<file path="config.mk">
export PLATFORM = sky130hd
export DESIGN_NAME = prcc_top
export DESIGN_NICKNAME = d
export VERILOG_FILES = /design/src/prcc_pkg.sv /design/src/prcc_top.sv
export SDC_FILE = /design/constraint.sdc
export NUM_CORES = 1
export LEC_CHECK = 0
export ABC_AREA = 1
export BUFFER_PORTS_ARGS = -buffer_cell sky130_fd_sc_hd__buf_2
export CORE_MARGIN = 2
export CORE_UTILIZATION = 40
export CTS_BUF_LIST = sky130_fd_sc_hd__clkbuf_8
export DETAILED_ROUTE_END_ITERATION = 16
export PLACE_DENSITY = 0.62
export SETUP_SLACK_MARGIN = 0.2
export SLEW_MARGIN = 10
export SYNTH_ARGS = -nofsm -noshare
export SYNTH_HDL_FRONTEND = slang
export SYNTH_SLANG_ARGS = --single-unit
</file>
<file path="constraint.sdc">
create_clock -name REF_CLK -period 3.49 [get_ports REF_CLK]
set_clock_uncertainty 0.1 [all_clocks]
set_input_delay 0.698 -clock REF_CLK [delete_from_list [all_inputs] [get_ports REF_CLK]]
set_output_delay 0.698 -clock REF_CLK [all_outputs]
set_load 0.005 [all_outputs]
</file>
<file path="src/prcc_pkg.sv">
// constants for the core clock ratio controller
package prcc_pkg;
   localparam int CFG_W = 4;
   // ratio expressed in half steps: ratio = half_ratio / 2
   localparam int HR_W = 5;
   localparam logic [3:0] CFG_RESET = 4'h0;
   localparam logic [3:0] CODE_BYPASS = 4'h3;
   localparam logic [3:0] CODE_OFF = 4'hF;
   localparam logic [3:0] CODE_SLOW = 4'h1;
   localparam logic [3:0] VCO_DIV2 = 4'h2;
   localparam logic [3:0] VCO_DIV8 = 4'h8;
   localparam logic [3:0] VCO_NONE = 4'h0;
   localparam logic [HR_W-1:0] HR_BYPASS = 5'h02;
   localparam logic [HR_W-1:0] HR_OFF = 5'h00;
   typedef enum {PRCC_RUN, PRCC_BYPASS, PRCC_OFF} prcc_mode_t;
endpackage

</file>
<file path="src/prcc_top.sv">
// core clock ratio decode, clock generation model and nap gating
`timescale 1ns/1ns
`default_nettype none
module prcc_top (
   // reference clock and reset
   input wire logic REF_CLK,
   input wire logic SRST,
   // configuration and power state
   input wire logic [3:0] CFG_CODE,
   input wire logic NAP_REQ,
   // decoded configuration
   output logic [4:0] RATIO_HALF,
   output logic [3:0] VCO_DIV,
   output logic PLL_BYPASS,
   output logic PLL_OFF,
   // clocks out and status
   output logic CORE_CLK_EN,
   output logic TIMER_CLK_EN,
   output logic TEST_CLK,
   output logic HALTED
);
   logic [3:0] cfg_r;
   logic cfg_take_r;
   logic hold;
   prcc_pkg::prcc_mode_t mode;
   logic [4:0] ratio_nxt;
   logic [3:0] vco_div_nxt;
   logic bypass_nxt;
   logic off_nxt;
   logic test_clk_nxt;
   logic core_en_nxt;
   logic timer_en_nxt;
   logic halted_nxt;

   // ratio of code in half steps
   function automatic logic [4:0] half_ratio(input logic [3:0] c);
      case (c)
         4'h0: half_ratio = 5'h02;
         4'h1: half_ratio = 5'h02;
         4'h2: half_ratio = 5'h0E;
         4'h3: half_ratio = prcc_pkg::HR_BYPASS;
         4'h4: half_ratio = 5'h04;
         4'h5: half_ratio = 5'h0D;
         4'h6: half_ratio = 5'h05;
         4'h7: half_ratio = 5'h09;
         4'h8: half_ratio = 5'h06;
         4'h9: half_ratio = 5'h0B;
         4'hA: half_ratio = 5'h08;
         4'hB: half_ratio = 5'h0A;
         4'hC: half_ratio = 5'h03;
         4'hD: half_ratio = 5'h0C;
         4'hE: half_ratio = 5'h07;
         default: half_ratio = prcc_pkg::HR_OFF;
      endcase
   endfunction

   // loop mode of a code
   function automatic prcc_pkg::prcc_mode_t mode_of(input logic [3:0] c);
      case (c)
         prcc_pkg::CODE_BYPASS: mode_of = prcc_pkg::PRCC_BYPASS;
         prcc_pkg::CODE_OFF: mode_of = prcc_pkg::PRCC_OFF;
         default: mode_of = prcc_pkg::PRCC_RUN;
      endcase
   endfunction

   // vco divider; none while the loop is bypassed or off
   function automatic logic [3:0] vco_div_of(input logic [3:0] c);
      case (mode_of(c))
         prcc_pkg::PRCC_BYPASS: begin
            vco_div_of = prcc_pkg::VCO_NONE;
         end
         prcc_pkg::PRCC_OFF: begin
            vco_div_of = prcc_pkg::VCO_NONE;
         end
         default: begin
            if (c == prcc_pkg::CODE_SLOW) begin
               vco_div_of = prcc_pkg::VCO_DIV8;
            end else begin
               vco_div_of = prcc_pkg::VCO_DIV2;
            end
         end
      endcase
   endfunction

   // loop delivers a clock
   function automatic logic loop_runs(input logic [3:0] c);
      case (mode_of(c))
         prcc_pkg::PRCC_OFF: loop_runs = 1'b0;
         default: loop_runs = 1'b1;
      endcase
   endfunction

   // outputs other than HALTED stay parked until the held code is in place
   assign hold = SRST || cfg_take_r;
   assign mode = mode_of(cfg_r);

   // capture strobe, one cycle after reset release
   always_ff @(posedge REF_CLK) begin
      if (SRST) begin
         cfg_take_r <= 1'b1;
      end else begin
         cfg_take_r <= 1'b0;
      end
   end

   // code held until the next reset
   always_ff @(posedge REF_CLK) begin
      if (SRST) begin
         cfg_r <= prcc_pkg::CFG_RESET;
      end else if (cfg_take_r) begin
         cfg_r <= CFG_CODE;
      end
   end

   // next decoded configuration
   always_comb begin
      ratio_nxt = prcc_pkg::HR_OFF;
      vco_div_nxt = prcc_pkg::VCO_NONE;
      bypass_nxt = 1'b0;
      off_nxt = 1'b1;
      if (!hold) begin
         ratio_nxt = half_ratio(cfg_r);
         vco_div_nxt = vco_div_of(cfg_r);
         case (mode)
            prcc_pkg::PRCC_BYPASS: begin
               bypass_nxt = 1'b1;
               off_nxt = 1'b0;
            end
            prcc_pkg::PRCC_OFF: begin
               bypass_nxt = 1'b0;
               off_nxt = 1'b1;
            end
            default: begin
               bypass_nxt = 1'b0;
               off_nxt = 1'b0;
            end
         endcase
      end
   end

   // next clock enables, test clock and halt indicator
   always_comb begin
      test_clk_nxt = 1'b0;
      core_en_nxt = 1'b0;
      timer_en_nxt = 1'b0;
      halted_nxt = NAP_REQ;
      if (!hold && loop_runs(cfg_r)) begin
         test_clk_nxt = !TEST_CLK;
         core_en_nxt = !NAP_REQ;
         timer_en_nxt = 1'b1;
      end
   end

   // core to bus ratio in half steps
   always_ff @(posedge REF_CLK) begin
      if (SRST) begin
         RATIO_HALF <= prcc_pkg::HR_OFF;
      end else begin
         RATIO_HALF <= ratio_nxt;
      end
   end

   // vco divider
   always_ff @(posedge REF_CLK) begin
      if (SRST) begin
         VCO_DIV <= prcc_pkg::VCO_NONE;
      end else begin
         VCO_DIV <= vco_div_nxt;
      end
   end

   // loop bypass flag
   always_ff @(posedge REF_CLK) begin
      if (SRST) begin
         PLL_BYPASS <= 1'b0;
      end else begin
         PLL_BYPASS <= bypass_nxt;
      end
   end

   // loop off flag, also high while parked
   always_ff @(posedge REF_CLK) begin
      if (SRST) begin
         PLL_OFF <= 1'b1;
      end else begin
         PLL_OFF <= off_nxt;
      end
   end

   // test clock, one toggle per reference edge while the loop runs
   always_ff @(posedge REF_CLK) begin
      if (SRST) begin
         TEST_CLK <= 1'b0;
      end else begin
         TEST_CLK <= test_clk_nxt;
      end
   end

   // core clock enable, stopped in nap
   always_ff @(posedge REF_CLK) begin
      if (SRST) begin
         CORE_CLK_EN <= 1'b0;
      end else begin
         CORE_CLK_EN <= core_en_nxt;
      end
   end

   // timer and interrupt clock enable, kept in nap
   always_ff @(posedge REF_CLK) begin
      if (SRST) begin
         TIMER_CLK_EN <= 1'b0;
      end else begin
         TIMER_CLK_EN <= timer_en_nxt;
      end
   end

   // halt indicator
   always_ff @(posedge REF_CLK) begin
      if (SRST) begin
         HALTED <= 1'b0;
      end else begin
         HALTED <= halted_nxt;
      end
   end
endmodule
`default_nettype wire

</file>
==> metrics <==
Worst Setup Start Kind register; FF-to-FF Start cfg_r[1]; nets 118; reg-to-reg slack, setup 2090 ps; Initial Util 0.425; number of diodes 0; Worst Reg-to-Reg Cells 7; Area Growth Syn to Fin 18.1%; DRT iter0 DRCs 5; Clk Latency, worst-skew pair 240 ps; total number of vias 555; total track usage 0.131; Resized cells post-CTS 0; ranking of synthesized cells by area dfxtp_1, ha_1, nand2_1; sequential cell area fraction in the yosys report 0.463; grt total ovfl 0; Slew Viols, Final 0; Fin. Hold Viols 0; synth warn 0; io pins 22; Netlist Area Pre-Place 734 µm²; Pre-Repair DR Iteration Count 3; dpl hpwl 895 µm; post-CTS setup buffer count 0; TritonCTS clock tree built; Hold Path Class register to register; post-route ant nets 0; Tmin final 1490 ps; Reg-to-Reg End TEST_CLK; gr busiest metal met2; number of port buffers 18; final hold slack 314 ps; ys flop type dfxtp_1; share of layout cells above drive strength 1 0.288; Stages on worst setup path 1; CP endpoint kind output pin; M1 GR Usage 0.166; Worst Setup SP TEST_CLK; Pwr Density 450 nW/µm²; cell chosen for the clock root clkbuf_8; fin crit share 0.426; leakage 0.442 nW; # DRC 0; crit-path cells buf_2; Power Total 0.390 mW; Final setup viols 0; Syn Inst Count 85; Setup crit end TEST_CLK; EDFF count, synth 0; Worst Path Max Fanout 2; number of synthesized register bits 17; WS Path Type register to output pin; CP bufs+invs 1; Reg clk slew, reported paths 60 ps; Synth cell types 18; placed cell areas 822 µm²; TritonCTS buffer count 3; Crit-path slowest cell dfxtp_1; max capacitance violation total 0; area leader, netlist dfxtp_1; WL per Instance 8.96 µm; top-count cell post-synth dfxtp_1; gp weighted congestion 0.786; Final Util 0.502; cell family with the largest share of critical-path delay flip-flops; Avg Vias per Cell 4.30; largest net degree at the start of global routing 10; fmax 672 MHz; Mapped Avg Cell Area 8.64 µm²; final setup TNS 0 ps; first-pass GRT wire length 1.97 mm; drt total wl 1.16 mm; num rows 15; met2 GRT Util 0.189; post-synth top area share 0.463; status finished, final reports clean; Max Root-Sink Buffers 2; commonest cells in the netlist dfxtp_1, nand2_1, inv_1; die height 46.9 µm; Die ar. 2190 µm²; initial antenna violation count 0; hold buffers post-CTS 0; Worst Path Required 2690 ps; Peak VDD IR 0.274 mV; ys async rst share 0; fin area 867 µm²; H-tree depth 1; RSZ-0062 raised after global routing false; core area 1730 µm²; GR Util met3 0.0692; CTS sink count 17; max incr delay on CP 330 ps; vias in the first global route 459; CP arrival 690 ps; Die Wd 46.9 µm
cells in the final DEF, fill, tap and decap left out:
cell type / instances
clkbuf_8: 3
a21oi_1: 5
inv_2: 3
conb_1: 3
dfxtp_1: 17
inv_4: 2
o21ai_1: 1
buf_2: 18
nor2_2: 2
nor2_1: 7
nand2_1: 16
nor2_4: 1
nand3_1: 5
ha_1: 6
a211oi_1: 4
nor3_1: 1
inv_1: 9
nor2_8: 1
sequential cells by signal (all words and copies together), names as in the netlist:
| name | count |
|---|---|
| CORE_CLK_EN | 1 |
| HALTED | 1 |
| PLL_BYPASS | 1 |
| PLL_OFF | 1 |
| RATIO_HALF | 4 |
| TEST_CLK | 1 |
| TIMER_CLK_EN | 1 |
| VCO_DIV | 2 |
| cfg_r | 4 |
| cfg_take_r | 1 |
where the power goes:
part           switching (mW)  internal [mW]
combinational          0.0259         0.0179
clock                  0.0561         0.0778
sequential            0.00812          0.204
total                  0.0902          0.300
metal layers:
metal,up-vias,wire [µm]
li1,294,-
met1,241,554
met2,18,504
met3,2,89
met4,0,8
met5,-,0
worst min path at each step:
stage	from	end	slack [ps]	depth (start not counted)
6_report	TEST_CLK	TEST_CLK	310	1
4_1_cts	TEST_CLK	TEST_CLK	320	1
3_3_place_gp	TEST_CLK	TEST_CLK	310	1
5_1_grt	TEST_CLK	TEST_CLK	330	1
2_1_floorplan	TEST_CLK	TEST_CLK	320	1
3_5_place_dp	TEST_CLK	TEST_CLK	310	1
layout make-up:
type	count	area, µm²
clock buffer	3	41.3
clock inverter	1	3.75
fill	180	860
inverter	13	53.8
multi-input combinational	52	307
sequential	17	340
tap	25	31.3
timing repair buffer	18	90.1
cell families after synthesis:
family	after synthesis	share of synthesized area
simple gates	33	0.218
fa+ha+maj	6	0.102
compound gates	10	0.0818
other cells	1	0.00511
flops	17	0.463
buf+inv	18	0.129
stage by stage:
stage	std cells	worst slack [ps]
finish	129	2000
global route	129	1970
CTS	129	1990
detailed placement	125	2070
global placement	125	2090
floorplan	87	2210
No activity file was read; power rests on OpenSTA's default activity.
